File: src/core/ckms_pkg.sv
package ckms_pkg;

  // ----------------------------------------------------------------------
  // Register map (indices; byte address is four times the index)
  // ----------------------------------------------------------------------
  localparam logic [9:0] CKMS_IDX_CLOCK_SOURCE_SELECT = 10'h0A9;
  localparam logic [9:0] CKMS_IDX_MULTIPLIER_CONTROL  = 10'h0B9;
  localparam logic [9:0] CKMS_IDX_OSC_STATUS          = 10'h0BA;

  localparam logic [7:0] CKMS_CLOCK_SOURCE_SELECT_RESET = 8'h00;
  localparam logic [7:0] CKMS_MULCTL_RESET = 8'h00;

  // ----------------------------------------------------------------------
  // Field positions
  // ----------------------------------------------------------------------
  localparam int CKMS_MUL_EN_BIT   = 7;
  localparam int CKMS_MUL_INIT_BIT = 6;
  localparam int CKMS_MUL_LOCK_BIT = 5;
  localparam int CKMS_MUL_SRC_LSB  = 0;
  localparam int CKMS_USB_SEL_LSB  = 4;
  localparam int CKMS_SYS_SEL_LSB  = 0;
  localparam int CKMS_XTAL_VLD_BIT = 0;

  // ----------------------------------------------------------------------
  // Source codes
  // ----------------------------------------------------------------------
  localparam logic [1:0] CKMS_MSRC_INT   = 2'h0;
  localparam logic [1:0] CKMS_MSRC_EXT   = 2'h1;
  localparam logic [1:0] CKMS_MSRC_EXT2  = 2'h2;

  localparam logic [2:0] CKMS_SYS_INT    = 3'h0;
  localparam logic [2:0] CKMS_SYS_EXT    = 3'h1;
  localparam logic [2:0] CKMS_SYS_MUL2   = 3'h2;
  localparam logic [2:0] CKMS_SYS_MUL    = 3'h3;
  localparam logic [2:0] CKMS_SYS_LFO    = 3'h4;

  localparam logic [2:0] CKMS_USB_MUL    = 3'h0;
  localparam logic [2:0] CKMS_USB_INT2   = 3'h1;
  localparam logic [2:0] CKMS_USB_EXT    = 3'h2;
  localparam logic [2:0] CKMS_USB_EXT2   = 3'h3;
  localparam logic [2:0] CKMS_USB_EXT3   = 3'h4;
  localparam logic [2:0] CKMS_USB_EXT4   = 3'h5;

  // ----------------------------------------------------------------------
  // Timing counts and bus answers
  // ----------------------------------------------------------------------
  localparam int         CKMS_MUL_FACTOR   = 4;
  localparam int         CKMS_XTAL_EDGES   = 1024;
  localparam int         CKMS_MIN_PERIOD   = 8;
  localparam logic [1:0] CKMS_RESP_OKAY    = 2'h0;
  localparam logic [1:0] CKMS_RESP_SLVERR  = 2'h2;

  typedef enum logic [1:0] {
    CKMS_MUL_OFF,
    CKMS_MUL_IDLE,
    CKMS_MUL_ACQ,
    CKMS_MUL_LOCK
  } ckms_mul_state_t;

endpackage

File: src/core/ckms_div.sv
`timescale 1ns/1ps
module ckms_div
  import ckms_pkg::*;
#(
  parameter int DIV = 2
) (
  input  wire logic aclk,
  input  wire logic aresetn,
  input  wire logic src,
  output logic      div_q
);

  logic       prev_q;
  logic [7:0] cnt_q;

  // Toggles every DIV source edges, giving an even duty for any divisor.
  always_ff @(posedge aclk) begin
    if (!aresetn) begin
      prev_q <= 1'b0;
      cnt_q  <= 8'h00;
      div_q  <= 1'b0;
    end else begin
      prev_q <= src;
      if (src != prev_q) begin
        if (cnt_q == 8'(DIV - 1)) begin
          cnt_q <= 8'h00;
          div_q <= ~div_q;
        end else begin
          cnt_q <= cnt_q + 8'h01;
        end
      end
    end
  end

endmodule // ckms_div

File: src/core/ckms_top.sv
`timescale 1ns/1ps
// How it works
// - Multiplier output runs at four times input.
// - Control bit 7 enables the multiplier.
// - Bit 6 zero at enable; later one initialises.
// - Bit 5 read-only, shows multiplier locked.
// - Control bits 4 to 2 read zero.
// - Source field picks internal, external, external/2.
// - Internal oscillator usable at once, no wait.
// - Hardware sets crystal valid once external settles.
// - System clock switchable among enabled, settled sources; the code switches to any selected source without checking either.
// - External clock stays available to peripherals.
// - Select bits 6 to 4 choose USB clock.
// - Select bits 2 to 0 choose system clock.
// - Select bits 7 and 3 read zero.
module ckms_top
  import ckms_pkg::*;
#(
  parameter int AW          = 12,
  parameter int XTAL_EDGES  = CKMS_XTAL_EDGES,
  parameter int PERIOD_W    = 16
) (
  input  wire logic          aclk,
  input  wire logic          aresetn,
  input  wire logic [AW-1:0] s_axi_awaddr,
  input  wire logic          s_axi_awvalid,
  output logic               s_axi_awready,
  input  wire logic [31:0]   s_axi_wdata,
  input  wire logic [3:0]    s_axi_wstrb,
  input  wire logic          s_axi_wvalid,
  output logic               s_axi_wready,
  output logic [1:0]         s_axi_bresp,
  output logic               s_axi_bvalid,
  input  wire logic          s_axi_bready,
  input  wire logic [AW-1:0] s_axi_araddr,
  input  wire logic          s_axi_arvalid,
  output logic               s_axi_arready,
  output logic [31:0]        s_axi_rdata,
  output logic [1:0]         s_axi_rresp,
  output logic               s_axi_rvalid,
  input  wire logic          s_axi_rready,
  input  wire logic          int_osc_clk,
  input  wire logic          ext_osc_clk,
  input  wire logic          lfo_clk,
  input  wire logic          ext_osc_on,
  output logic               sys_clk_q,
  output logic               usb_clk_q,
  output logic               periph_ext_clk_q,
  output logic               multiplier_clk_q
);

  // ----------------------------------------------------------------------
  // Source synchronisers
  // ----------------------------------------------------------------------
  logic [2:0] src_s1_q;
  logic [2:0] src_s2_q;
  logic       int_s;
  logic       ext_s;
  logic       lfo_s;

  always_ff @(posedge aclk) begin
    if (!aresetn) begin
      src_s1_q <= 3'h0;
      src_s2_q <= 3'h0;
    end else begin
      src_s1_q <= {lfo_clk, ext_osc_clk, int_osc_clk};
      src_s2_q <= src_s1_q;
    end
  end

  assign int_s = src_s2_q[0];
  assign ext_s = src_s2_q[1];
  assign lfo_s = src_s2_q[2];

  // ----------------------------------------------------------------------
  // Dividers
  // ----------------------------------------------------------------------
  logic int_d2;
  logic ext_d2;
  logic ext_d3;
  logic ext_d4;
  logic mul_d2;

  ckms_div #(.DIV(2)) u_int_d2 (.aclk(aclk), .aresetn(aresetn),
                               .src(int_s), .div_q(int_d2));
  ckms_div #(.DIV(2)) u_ext_d2 (.aclk(aclk), .aresetn(aresetn),
                               .src(ext_s), .div_q(ext_d2));
  ckms_div #(.DIV(3)) u_ext_d3 (.aclk(aclk), .aresetn(aresetn),
                               .src(ext_s), .div_q(ext_d3));
  ckms_div #(.DIV(4)) u_ext_d4 (.aclk(aclk), .aresetn(aresetn),
                               .src(ext_s), .div_q(ext_d4));
  ckms_div #(.DIV(2)) u_mul_d2 (.aclk(aclk), .aresetn(aresetn),
                               .src(multiplier_clk_q), .div_q(mul_d2));

  // ----------------------------------------------------------------------
  // Registers
  // ----------------------------------------------------------------------
  logic [2:0]      usb_clock_source_q;
  logic [2:0]      system_clock_source_q;
  logic            multiplier_enable_q;
  logic            multiplier_initialise_q;
  logic [1:0]      multiplier_source_q;
  logic            multiplier_locked;
  logic            crystal_valid_flag_q;
  logic            init_start;
  logic            aw_held_q;
  logic            w_held_q;
  logic [AW-1:0]   awaddr_q;
  logic [7:0]      wdata_q;
  logic            wstrb0_q;
  logic            do_write;
  logic [9:0]      widx;
  logic [9:0]      ridx;
  ckms_mul_state_t mul_state_q;

  assign do_write = aw_held_q && w_held_q && !s_axi_bvalid;
  assign widx     = awaddr_q[11:2];
  assign ridx     = s_axi_araddr[11:2];

  always_ff @(posedge aclk) begin
    if (!aresetn) begin
      aw_held_q     <= 1'b0;
      w_held_q      <= 1'b0;
      awaddr_q      <= '0;
      wdata_q       <= 8'h00;
      wstrb0_q      <= 1'b0;
      s_axi_awready <= 1'b0;
      s_axi_wready  <= 1'b0;
      s_axi_bvalid  <= 1'b0;
      s_axi_bresp   <= CKMS_RESP_OKAY;
    end else begin
      s_axi_awready <= !aw_held_q && !s_axi_awready && !s_axi_bvalid;
      s_axi_wready  <= !w_held_q && !s_axi_wready && !s_axi_bvalid;
      if (s_axi_awvalid && s_axi_awready) begin
        aw_held_q <= 1'b1;
        awaddr_q  <= s_axi_awaddr;
        s_axi_awready <= 1'b0;
      end
      if (s_axi_wvalid && s_axi_wready) begin
        w_held_q <= 1'b1;
        wdata_q  <= s_axi_wdata[7:0];
        wstrb0_q <= s_axi_wstrb[0];
        s_axi_wready <= 1'b0;
      end
      if (do_write) begin
        aw_held_q    <= 1'b0;
        w_held_q     <= 1'b0;
        s_axi_bvalid <= 1'b1;
        s_axi_bresp  <= (widx == CKMS_IDX_CLOCK_SOURCE_SELECT ||
                         widx == CKMS_IDX_MULTIPLIER_CONTROL ||
                         widx == CKMS_IDX_OSC_STATUS) ?
                        CKMS_RESP_OKAY : CKMS_RESP_SLVERR;
      end else if (s_axi_bvalid && s_axi_bready) begin
        s_axi_bvalid <= 1'b0;
      end
    end
  end

  // Clock select register; unused bits are never stored.
  always_ff @(posedge aclk) begin
    if (!aresetn) begin
      usb_clock_source_q    <= CKMS_CLOCK_SOURCE_SELECT_RESET[CKMS_USB_SEL_LSB +: 3];
      system_clock_source_q <= CKMS_CLOCK_SOURCE_SELECT_RESET[CKMS_SYS_SEL_LSB +: 3];
    end else if (do_write && wstrb0_q &&
                 widx == CKMS_IDX_CLOCK_SOURCE_SELECT) begin
      usb_clock_source_q    <= wdata_q[CKMS_USB_SEL_LSB +: 3];
      system_clock_source_q <= wdata_q[CKMS_SYS_SEL_LSB +: 3];
    end
  end

  // Initialisation starts only when the multiplier was already enabled.
  assign init_start = do_write && wstrb0_q &&
                      widx == CKMS_IDX_MULTIPLIER_CONTROL &&
                      wdata_q[CKMS_MUL_INIT_BIT] &&
                      wdata_q[CKMS_MUL_EN_BIT] &&
                      multiplier_enable_q;

  // Multiplier control; bits 4 to 2 are not stored.
  always_ff @(posedge aclk) begin
    if (!aresetn) begin
      multiplier_enable_q     <= CKMS_MULCTL_RESET[CKMS_MUL_EN_BIT];
      multiplier_initialise_q <= CKMS_MULCTL_RESET[CKMS_MUL_INIT_BIT];
      multiplier_source_q     <= CKMS_MULCTL_RESET[CKMS_MUL_SRC_LSB +: 2];
    end else if (do_write && wstrb0_q &&
                 widx == CKMS_IDX_MULTIPLIER_CONTROL) begin
      multiplier_enable_q     <= wdata_q[CKMS_MUL_EN_BIT];
      multiplier_initialise_q <= wdata_q[CKMS_MUL_INIT_BIT];
      multiplier_source_q     <= wdata_q[CKMS_MUL_SRC_LSB +: 2];
    end
  end

  always_ff @(posedge aclk) begin
    if (!aresetn) begin
      s_axi_arready <= 1'b0;
      s_axi_rvalid  <= 1'b0;
      s_axi_rdata   <= 32'h0000_0000;
      s_axi_rresp   <= CKMS_RESP_OKAY;
    end else begin
      s_axi_arready <= !s_axi_rvalid && !s_axi_arready;
      if (s_axi_arvalid && s_axi_arready) begin
        s_axi_arready <= 1'b0;
        s_axi_rvalid  <= 1'b1;
        s_axi_rresp   <= CKMS_RESP_OKAY;
        s_axi_rdata   <= 32'h0000_0000;
        case (ridx)
          CKMS_IDX_CLOCK_SOURCE_SELECT: begin
            s_axi_rdata[CKMS_USB_SEL_LSB +: 3] <= usb_clock_source_q;
            s_axi_rdata[CKMS_SYS_SEL_LSB +: 3] <= system_clock_source_q;
          end
          CKMS_IDX_MULTIPLIER_CONTROL: begin
            s_axi_rdata[CKMS_MUL_EN_BIT]   <= multiplier_enable_q;
            s_axi_rdata[CKMS_MUL_INIT_BIT] <= multiplier_initialise_q;
            s_axi_rdata[CKMS_MUL_LOCK_BIT] <= multiplier_locked;
            s_axi_rdata[CKMS_MUL_SRC_LSB +: 2] <= multiplier_source_q;
          end
          CKMS_IDX_OSC_STATUS: begin
            s_axi_rdata[CKMS_XTAL_VLD_BIT] <= crystal_valid_flag_q;
          end
          default: begin
            s_axi_rresp <= CKMS_RESP_SLVERR;
          end
        endcase
      end else if (s_axi_rvalid && s_axi_rready) begin
        s_axi_rvalid <= 1'b0;
      end
    end
  end

  // ----------------------------------------------------------------------
  // Crystal settle detector
  // ----------------------------------------------------------------------
  logic        ext_prev_q;
  logic [15:0] xtal_cnt_q;

  always_ff @(posedge aclk) begin
    if (!aresetn) begin
      ext_prev_q           <= 1'b0;
      xtal_cnt_q           <= 16'h0000;
      crystal_valid_flag_q <= 1'b0;
    end else begin
      ext_prev_q <= ext_s;
      if (!ext_osc_on) begin
        xtal_cnt_q           <= 16'h0000;
        crystal_valid_flag_q <= 1'b0;
      end else if (ext_s && !ext_prev_q && !crystal_valid_flag_q) begin
        if (xtal_cnt_q == 16'(XTAL_EDGES - 1)) begin
          crystal_valid_flag_q <= 1'b1;
        end
        xtal_cnt_q <= xtal_cnt_q + 16'h0001;
      end
    end
  end

  // ----------------------------------------------------------------------
  // 4x multiplier
  // ----------------------------------------------------------------------
  logic                mul_in;
  logic                mul_in_prev_q;
  logic                mul_rise;
  logic [PERIOD_W-1:0] per_cnt_q;
  logic [PERIOD_W-1:0] period_q;
  logic [PERIOD_W-1:0] half_q;
  logic [PERIOD_W-1:0] gen_cnt_q;

  always_comb begin
    case (multiplier_source_q)
      CKMS_MSRC_INT:  mul_in = int_s;
      CKMS_MSRC_EXT:  mul_in = ext_s;
      CKMS_MSRC_EXT2: mul_in = ext_d2;
      default:        mul_in = 1'b0;
    endcase
  end

  assign mul_rise          = mul_in && !mul_in_prev_q;
  assign multiplier_locked = (mul_state_q == CKMS_MUL_LOCK);

  always_ff @(posedge aclk) begin
    if (!aresetn) begin
      mul_in_prev_q <= 1'b0;
      per_cnt_q     <= '0;
      period_q      <= '0;
    end else begin
      mul_in_prev_q <= mul_in;
      if (mul_rise) begin
        per_cnt_q <= PERIOD_W'(1);
        period_q  <= per_cnt_q;
      end else if (per_cnt_q != '1) begin
        per_cnt_q <= per_cnt_q + PERIOD_W'(1);
      end
    end
  end

  // Lock needs two matching input periods after initialisation.
  always_ff @(posedge aclk) begin
    if (!aresetn) begin
      mul_state_q <= CKMS_MUL_OFF;
    end else if (!multiplier_enable_q) begin
      mul_state_q <= CKMS_MUL_OFF;
    end else if (init_start) begin
      mul_state_q <= CKMS_MUL_ACQ;
    end else begin
      case (mul_state_q)
        CKMS_MUL_OFF:  mul_state_q <= CKMS_MUL_IDLE;
        CKMS_MUL_IDLE: mul_state_q <= CKMS_MUL_IDLE;
        CKMS_MUL_ACQ: begin
          if (mul_rise && per_cnt_q >= PERIOD_W'(CKMS_MIN_PERIOD) &&
              per_cnt_q == period_q) begin
            mul_state_q <= CKMS_MUL_LOCK;
          end
        end
        CKMS_MUL_LOCK: begin
          if (per_cnt_q == '1) begin
            mul_state_q <= CKMS_MUL_ACQ;
          end
        end
        default: mul_state_q <= CKMS_MUL_OFF;
      endcase
    end
  end

  // Output half period is one eighth of the input period.
  always_ff @(posedge aclk) begin
    if (!aresetn) begin
      half_q           <= '0;
      gen_cnt_q        <= '0;
      multiplier_clk_q <= 1'b0;
    end else if (mul_state_q != CKMS_MUL_LOCK) begin
      half_q           <= period_q / PERIOD_W'(2 * CKMS_MUL_FACTOR);
      gen_cnt_q        <= '0;
      multiplier_clk_q <= 1'b0;
    end else if (mul_rise) begin
      half_q           <= period_q / PERIOD_W'(2 * CKMS_MUL_FACTOR);
      gen_cnt_q        <= PERIOD_W'(1);
      multiplier_clk_q <= 1'b1;
    end else if (gen_cnt_q >= half_q) begin
      gen_cnt_q        <= PERIOD_W'(1);
      multiplier_clk_q <= ~multiplier_clk_q;
    end else begin
      gen_cnt_q <= gen_cnt_q + PERIOD_W'(1);
    end
  end

  // ----------------------------------------------------------------------
  // Glitch-free selection
  // ----------------------------------------------------------------------
  logic [7:0] sys_srcs;
  logic [7:0] usb_srcs;
  logic [2:0] sys_act_q;
  logic [2:0] usb_act_q;
  logic       sys_park_q;
  logic       usb_park_q;

  // Internal oscillator is used directly, with no start-up hold.
  assign sys_srcs = {3'h0, lfo_s, multiplier_clk_q, mul_d2, ext_s, int_s};
  assign usb_srcs = {2'h0, ext_d4, ext_d3, ext_d2, ext_s, int_d2,
                     multiplier_clk_q};

  // Old output parks low, then the new source is joined while low.
  always_ff @(posedge aclk) begin
    if (!aresetn) begin
      sys_act_q  <= CKMS_SYS_INT;
      sys_park_q <= 1'b0;
      sys_clk_q  <= 1'b0;
    end else begin
      if (sys_park_q) begin
        sys_clk_q <= 1'b0;
        if (!sys_srcs[system_clock_source_q]) begin
          sys_act_q  <= system_clock_source_q;
          sys_park_q <= 1'b0;
        end
      end else if (sys_act_q != system_clock_source_q && !sys_clk_q) begin
        sys_park_q <= 1'b1;
        sys_clk_q  <= 1'b0;
      end else begin
        sys_clk_q <= sys_srcs[sys_act_q];
      end
    end
  end

  always_ff @(posedge aclk) begin
    if (!aresetn) begin
      usb_act_q  <= CKMS_USB_MUL;
      usb_park_q <= 1'b0;
      usb_clk_q  <= 1'b0;
    end else begin
      if (usb_park_q) begin
        usb_clk_q <= 1'b0;
        if (!usb_srcs[usb_clock_source_q]) begin
          usb_act_q  <= usb_clock_source_q;
          usb_park_q <= 1'b0;
        end
      end else if (usb_act_q != usb_clock_source_q && !usb_clk_q) begin
        usb_park_q <= 1'b1;
        usb_clk_q  <= 1'b0;
      end else begin
        usb_clk_q <= usb_srcs[usb_act_q];
      end
    end
  end

  // External clock always reaches the peripherals.
  always_ff @(posedge aclk) begin
    if (!aresetn) begin
      periph_ext_clk_q <= 1'b0;
    end else begin
      periph_ext_clk_q <= ext_s;
    end
  end

endmodule // ckms_top

File: config.mk
export PLATFORM = sky130hd
export DESIGN_NAME = ckms_top
export DESIGN_NICKNAME = d
export VERILOG_FILES = /design/src/core/ckms_pkg.sv /design/src/core/ckms_div.sv /design/src/core/ckms_top.sv
export SDC_FILE = /design/constraint.sdc
export NUM_CORES = 1
export LEC_CHECK = 0
export BUFFER_PORTS_ARGS = -buffer_cell sky130_fd_sc_hd__buf_2
export CAP_MARGIN = 20
export CORE_MARGIN = 5
export CORE_UTILIZATION = 38
export DETAILED_ROUTE_END_ITERATION = 6
export HOLD_SLACK_MARGIN = 0.05
export PLACE_DENSITY = 0.63
export SLEW_MARGIN = 10
export SYNTH_ARGS = -nofsm -noshare
export SYNTH_HDL_FRONTEND = slang
export SYNTH_SLANG_ARGS = --single-unit
File: constraint.sdc
create_clock -name aclk -period 5.5 [get_ports aclk]
set_clock_uncertainty 0.15 [all_clocks]
set_input_delay 0.55 -clock aclk [delete_from_list [all_inputs] [get_ports aclk]]
set_output_delay 0.55 -clock aclk [all_outputs]
set_load 0.005 [all_outputs]
==> flow_metrics.env, run 1 <==
export IMPL_status="completed"
export IMPL_final_nets=1099
export IMPL_regToRegSetupSlack_ps=2970
export IMPL_cts_tree="built"
export IMPL_power_internal_w=0.002080
export IMPL_leakage_nw=3.730
export IMPL_ctsHoldBuffers=0
export IMPL_dp_hpwl_um=12190
export IMPL_slew_headroom=0.5492
export IMPL_crit_slowest_cell="o311ai_0"
export IMPL_synth_fa_ha_area_frac=0.03942
export IMPL_ir_drop_mv=0.1325
export IMPL_maxSlewViolCount=0
export IMPL_synth_compound_area_share=0.07227
export IMPL_fin_crit_sh=0.4603
export IMPL_min_from="int_osc_clk"
export IMPL_start_kind="register"
export IMPL_setup_ws_ps=2968
export IMPL_synth_area_um2=8569
export IMPL_p_seq_frac=0.518
export IMPL_grt_overflow=0
export IMPL_ios=116
export IMPL_ys_warn_count=0
export IMPL_clkPwrFrac=0.440
export IMPL_fin_tns_setup_ps=0
export IMPL_worstSkewPairLatency_ps=440
export IMPL_die_area_um2=25650
export IMPL_via_per_inst=4.857
export IMPL_crit_path_end_kind="register"
export IMPL_synth_top_family_by_area="simple AND/OR/NAND/NOR gates"
export IMPL_wl_per_cell_um=13.08
export IMPL_power_switching_w=0.0006616
export IMPL_clock_sinks=190
export IMPL_muxShareOfSynthArea=0.06191
export IMPL_p_comb_frac=0.042
export IMPL_n_antenna_cell=0
export IMPL_crit_chain="inv_1 > ha_1 > nor2_1 > a21oi_1 > o311ai_0 > nand4_1 > nor2_1"
export IMPL_p_per_area_nw_per_um2=287.8
export IMPL_cp_top_family="simple AND/OR/NAND/NOR gates"
export IMPL_rr_endpoint="gen_cnt_q[10]"
export IMPL_synthArstFlopShare=0
export IMPL_fp_dieH_um=160.2
export IMPL_ant_nets=0
export IMPL_core_rowCount=55
export IMPL_core_area_um2=22430
export IMPL_worst_pin_slew_ps=667.7
export IMPL_crit_required_ps=5700
export IMPL_pre_cts_slack_ps=2972
export IMPL_grt_pass1_vias=5815
export IMPL_r2r_start="gen_cnt_q[0]"
export IMPL_via_count=6309
export IMPL_root_buffer="clkbuf_16"
export IMPL_timing_final_crit_period_ps=2532
export IMPL_syn2layout_area_growth_pct=11.17
export IMPL_synth_edf_count=0
export IMPL_gp_congestion=0.7843
export IMPL_synth_xor_area_frac=0.09812
export IMPL_layout_drive_gt1_share=0.1055
export IMPL_synth_seq_cells=190
export IMPL_startpoint="gen_cnt_q[0]"
export IMPL_reg2regPathDepth=7
export IMPL_min_path_type="in -> reg"
export IMPL_antenna_found_initial=1
export IMPL_grt_use_total=0.1343
export IMPL_crit_end="gen_cnt_q[10]"
export IMPL_h_tree_depth=4
export IMPL_critPathKind="reg -> reg"
export IMPL_synthDistinctLibCells=61
export IMPL_synth_cells=961
export IMPL_port_buffers=56
export IMPL_ys_seq_area_frac=0.4439
export IMPL_clock_path_buffers=2
export IMPL_grt_pass1_wl_um=28550
export IMPL_synth_ff_type="dfxtp_1"
export IMPL_drt_wl_total_um=16990
export IMPL_grt_setup_unrepaired="no"
export IMPL_grt_max_degree=64
export IMPL_cp_slowest_stage_delay_ps=570
export IMPL_max_cap_viol_count=0
export IMPL_post_route_drc_count=0
export IMPL_drt_pass1_iterations=4
export IMPL_chipWidth_um=160.2
export IMPL_path_depth=7
export IMPL_switching_share=0.2413
export IMPL_ctsResizeCount=0
export IMPL_cts_made_buffers=17
export IMPL_setup_violations_final=0
export IMPL_initial_core_util=0.3820
export IMPL_cts_setup_buffers=0
export IMPL_synthSimpleGateAreaFrac=0.2244
export IMPL_crit_top_cell="nor2_1"
export IMPL_worstPathArrival_ps=2730
export IMPL_fmax_mhz=395.0
export IMPL_clk_pin_slew_ps=70
export IMPL_hold_viol=0
export IMPL_drt_iter0_markers=357
export IMPL_critPathMaxFanout=12
export IMPL_path_buf_inv=1
export IMPL_final_fill_count=2247
export IMPL_syn_avg_cell_area_um2=8.917
[cells by family (layout without fill, tap and decap cells)]
group / count (synthesis) / count (layout)
buf+inv: 97 / 122
flops: 190 / 190
mux: 48 / 48
xor+xnor: 96 / 96
simple gates: 402 / 402
compound gates: 100 / 100
fa+ha+maj: 27 / 27
other cells: 1 / 29
[cells in the mapped netlist (all sizes together) (9+ instances only)]
master	number	area share
buf	43	0.033
inv	30	0.013
ha	27	0.039
nor4	13	0.011
o21ai	9	0.0053
nor2	154	0.067
and2	11	0.0080
nor3	21	0.013
nand2	83	0.036
xnor2	38	0.039
xor2	58	0.059
and3	13	0.0095
mux2i	44	0.051
nand4	13	0.0095
a21oi	53	0.031
dfxtp	190	0.44
nand3	46	0.027
clkbuf	24	0.013
[state kept, by name (all words and copies together), names as in the netlist, 10 cells and up]
register,cells
awaddr_q,10
gen_cnt_q,16
half_q,13
per_cnt_q,16
period_q,16
xtal_cnt_q,16
[area by class of cell]
| class | instances | area (um^2) | share of cell area |
|---|---|---|---|
| tap | 285 | 356.6 | 0.03743 |
| multi-input combinational | 702 | 4360 | 0.4577 |
| timing repair buffer | 60 | 310.3 | 0.03257 |
| clock buffer | 17 | 425.4 | 0.04465 |
| clock inverter | 15 | 157.7 | 0.01655 |
| inverter | 30 | 112.6 | 0.01182 |
| sequential | 190 | 3804 | 0.3993 |
[stage by stage]
stage                       util  power, W  std cells  instance area, um^2  hold slack (ps)
after detailed placement  0.3987  0.001567       1267                 8944            274.1
after global routing      0.4247  0.002851       1299                 9527            160.9
after CTS                 0.4247  0.002779       1299                 9527            162.8
after global placement    0.3987  0.001566       1267                 8944            281.4
after floorplan                -  0.001540        989                 8675            261.9
final                     0.4247  0.002742       1299                 9527            179.4
[cell usage in the layout, fill, tap and decap left out, types with 4 or more instances in the layout]
cell / count
xor2_1: 58
nand3_1: 46
and4_1: 6
and2_1: 11
nor3_1: 20
inv_6: 4
xnor2_1: 38
mux2i_1: 44
conb_1: 29
nor4_1: 12
clkbuf_16: 17
nand2_1: 83
buf_2: 56
a211oi_1: 6
dfxtp_1: 190
nand4_1: 13
nor4b_1: 4
inv_1: 29
ha_1: 27
or3_1: 6
and3_1: 13
mux4_2: 4
nand2b_1: 6
o21ai_0: 9
a31oi_1: 6
a21oi_1: 53
nor2_1: 154
nand3b_1: 7
buf_4: 4
nor2b_1: 8
[power groups by stage]
| stage | logic [W] | registers [W] | clock network (W) |
|---|---|---|---|
| after floorplan | 0.0000963 | 0.00144 | 0 |
| after global placement | 0.000115 | 0.00145 | 0 |
| after detailed placement | 0.000115 | 0.00145 | 0 |
| after CTS | 0.000116 | 0.00142 | 0.00124 |
| after global routing | 0.000131 | 0.00142 | 0.00130 |
| final | 0.000115 | 0.00142 | 0.00121 |
[worst min-delay path by stage]
stage                  endpoint  slack [ps]  depth (start not counted)
floorplan           src_s2_q[0]         260                          1
detailed placement  src_s2_q[1]         270                          1
finish              src_s1_q[0]         180                          2
CTS                 src_s1_q[0]         160                          2
global route        src_s1_q[0]         160                          2
global placement    src_s2_q[2]         280                          1
[worst register-to-register path, stage by stage, from the launching register on]
cell and delay (ps):
dfxtp_1 410, inv_1 70, ha_1 270, nor2_1 100, a21oi_1 70, o311ai_0 570, nand4_1 570, nor2_1 240
[per-layer routing]
layer / share of wire / GRT usage / vias to the layer above
met4: 0.010 / 0.04106 / 2
met1: 0.51 / 0.1888 / 2887
li1: - / - / 3291
met3: 0.044 / 0.03174 / 16
met2: 0.44 / 0.2050 / 113
met5: 0.00076 / 0 / -
Power figures use the tool's default switching activity.
==> run 2: changes to the inputs <==
PLACE_DENSITY = 0.65   (was 0.63)
clock period = 2.3 ns   (was 5.5 ns; I/O delays follow)
==> flow_metrics.env, run 2 (same netlist as run 1, synthesis figures left out) <==
export IMPL_grt_overflow=0
export IMPL_final_cells=1360
export IMPL_antenna_found_initial=0
export IMPL_core_area_um2=22430
export IMPL_grt_pass1_wl_um=29620
export IMPL_status="completed"
export IMPL_root_buffer="clkbuf_16"
export IMPL_final_nets=1160
export IMPL_critPathKind="reg -> reg"
export IMPL_syn2layout_area_growth_pct=18.13
export IMPL_timing_final_crit_period_ps=2154
export IMPL_path_buf_inv=0
export IMPL_crit_chain="ha_1 > and4b_1 > and3_1 > nand3_1 > xor2_1 > nor2_1"
export IMPL_final_fill_count=2118
export IMPL_worst_pin_slew_ps=548.7
export IMPL_final_cell_mix="190 x dfxtp_1, 154 x nor2_1, 83 x nand2_1"
export IMPL_r2r_start="src_s2_q[1]"
export IMPL_ir_drop_mv=0.4144
export IMPL_slew_headroom=0.6247
export IMPL_initial_core_util=0.3820
export IMPL_setup_violations_final=0
export IMPL_min_from="s_axi_araddr[8]"
export IMPL_hold_viol=0
export IMPL_core_rowCount=55
export IMPL_via_per_inst=4.860
export IMPL_ant_nets=0
export IMPL_die_area_um2=25650
export IMPL_gp_congestion=0.7679
export IMPL_worstSkewPairLatency_ps=440
export IMPL_fmax_mhz=464.3
export IMPL_n_antenna_cell=0
export IMPL_cts_tree="built"
export IMPL_cts_setup_buffers=0
export IMPL_worstPathArrival_ps=2320
export IMPL_cp_top_family="simple AND/OR/NAND/NOR gates"
export IMPL_p_per_area_nw_per_um2=667.3
export IMPL_use_met3=0.02916
export IMPL_crit_slowest_cell="dfxtp_1"
export IMPL_drt_wl_total_um=17880
export IMPL_chipWidth_um=160.2
export IMPL_h_tree_depth=4
export IMPL_cts_made_buffers=17
export IMPL_dp_hpwl_um=12770
export IMPL_min_path_type="in -> reg"
export IMPL_critPathMaxFanout=14
export IMPL_maxSlewViolCount=0
export IMPL_fin_crit_sh=0.9364
export IMPL_regToRegSetupSlack_ps=150
export IMPL_post_route_drc_count=0
export IMPL_port_buffers=56
export IMPL_cp_slowest_stage_delay_ps=500
export IMPL_crit_path_end_kind="register"
export IMPL_fin_tns_setup_ps=0
export IMPL_crit_required_ps=2470
export IMPL_clock_path_buffers=2
export IMPL_startpoint="src_s2_q[1]"
export IMPL_grt_setup_unrepaired="no"
export IMPL_max_cap_viol_count=0
export IMPL_clk_pin_slew_ps=70
export IMPL_wl_per_cell_um=13.15
export IMPL_grt_use_total=0.1386
export IMPL_start_kind="register"
export IMPL_ios=116
export IMPL_grt_max_degree=42
export IMPL_drt_iter0_markers=340
export IMPL_fp_dieH_um=160.2
export IMPL_final_common_cell="dfxtp_1"
export IMPL_via_count=6610
export IMPL_grt_busiest_layer="met2"
export IMPL_grt_pass1_vias=6130
export IMPL_layout_drive_gt1_share=0.1265
export IMPL_place_inst=1294
export IMPL_met2_usage=0.2179
export IMPL_grt_use_met1=0.1924
export IMPL_leakage_nw=4.009
export IMPL_drt_pass1_iterations=4
export IMPL_clock_sinks=190
## run 2: final cells by class
type | instances | area (um^2) | share of cell area
timing repair buffer | 121 | 865.8 | 0.08553
clock inverter | 14 | 178.9 | 0.01767
inverter | 30 | 112.6 | 0.01112
tap | 285 | 356.6 | 0.03522
sequential | 190 | 3804 | 0.3757
clock buffer | 18 | 439.2 | 0.04338
multi-input combinational | 702 | 4367 | 0.4313
## run 2: worst register-to-register path, delay by kind of cell, from the launching register on
family	cells	cell delay, ps
xor+xnor	1	150
flops	1	500
fa+ha+maj	1	480
simple gates	4	750
## run 2: path summary, 6_finish.rpt
check | to | cells after the start
worst max register to register | u_ext_d3.cnt_q[7] | 6
worst min register to register | src_s2_q[0] | 1
worst max-delay path | u_ext_d3.cnt_q[7] | 6
worst min-delay path | s_axi_rdata[0] | 4
## run 2: power by group
part / internal (W) / switching [W] / total, W
combinational: 0.000152 / 0.000183 / 0.000335
sequential: 0.00334 / 0.0000535 / 0.00339
clock: 0.00167 / 0.00135 / 0.00303
total: 0.00517 / 0.00159 / 0.00676
## run 2: timing repair
action / 4_1_cts / 5_1_grt
hold buffers: 34 / 0
resized for setup: 0 / 3
hold endpoints to repair: 29 / 0
setup endpoints to repair: 0 / 17
## run 2: per-stage QoR
step | total power, W | hold slack, ps | cell area [um^2] | util | worst slack, ps
2_1_floorplan | 0.003682 | 207.3 | 8675 | - | 355.5
3_3_place_gp | 0.003755 | 280.0 | 9159 | 0.4083 | 138.7
3_5_place_dp | 0.003759 | 273.4 | 9159 | 0.4083 | 112.8
4_1_cts | 0.006824 | 86.37 | 10120 | 0.4510 | 90.14
5_1_grt | 0.007023 | 147.8 | 10120 | 0.4513 | 37.68
6_report | 0.006755 | 104.1 | 10120 | 0.4513 | 146.3
## run 2: metal layers
metal | routed length [um] | vias up | part of all wire
li1 | - | 3406 | -
met1 | 8890 | 3070 | 0.50
met2 | 8076 | 124 | 0.45
met3 | 761 | 10 | 0.043
met4 | 153 | 0 | 0.0086
met5 | 0 | - | 0
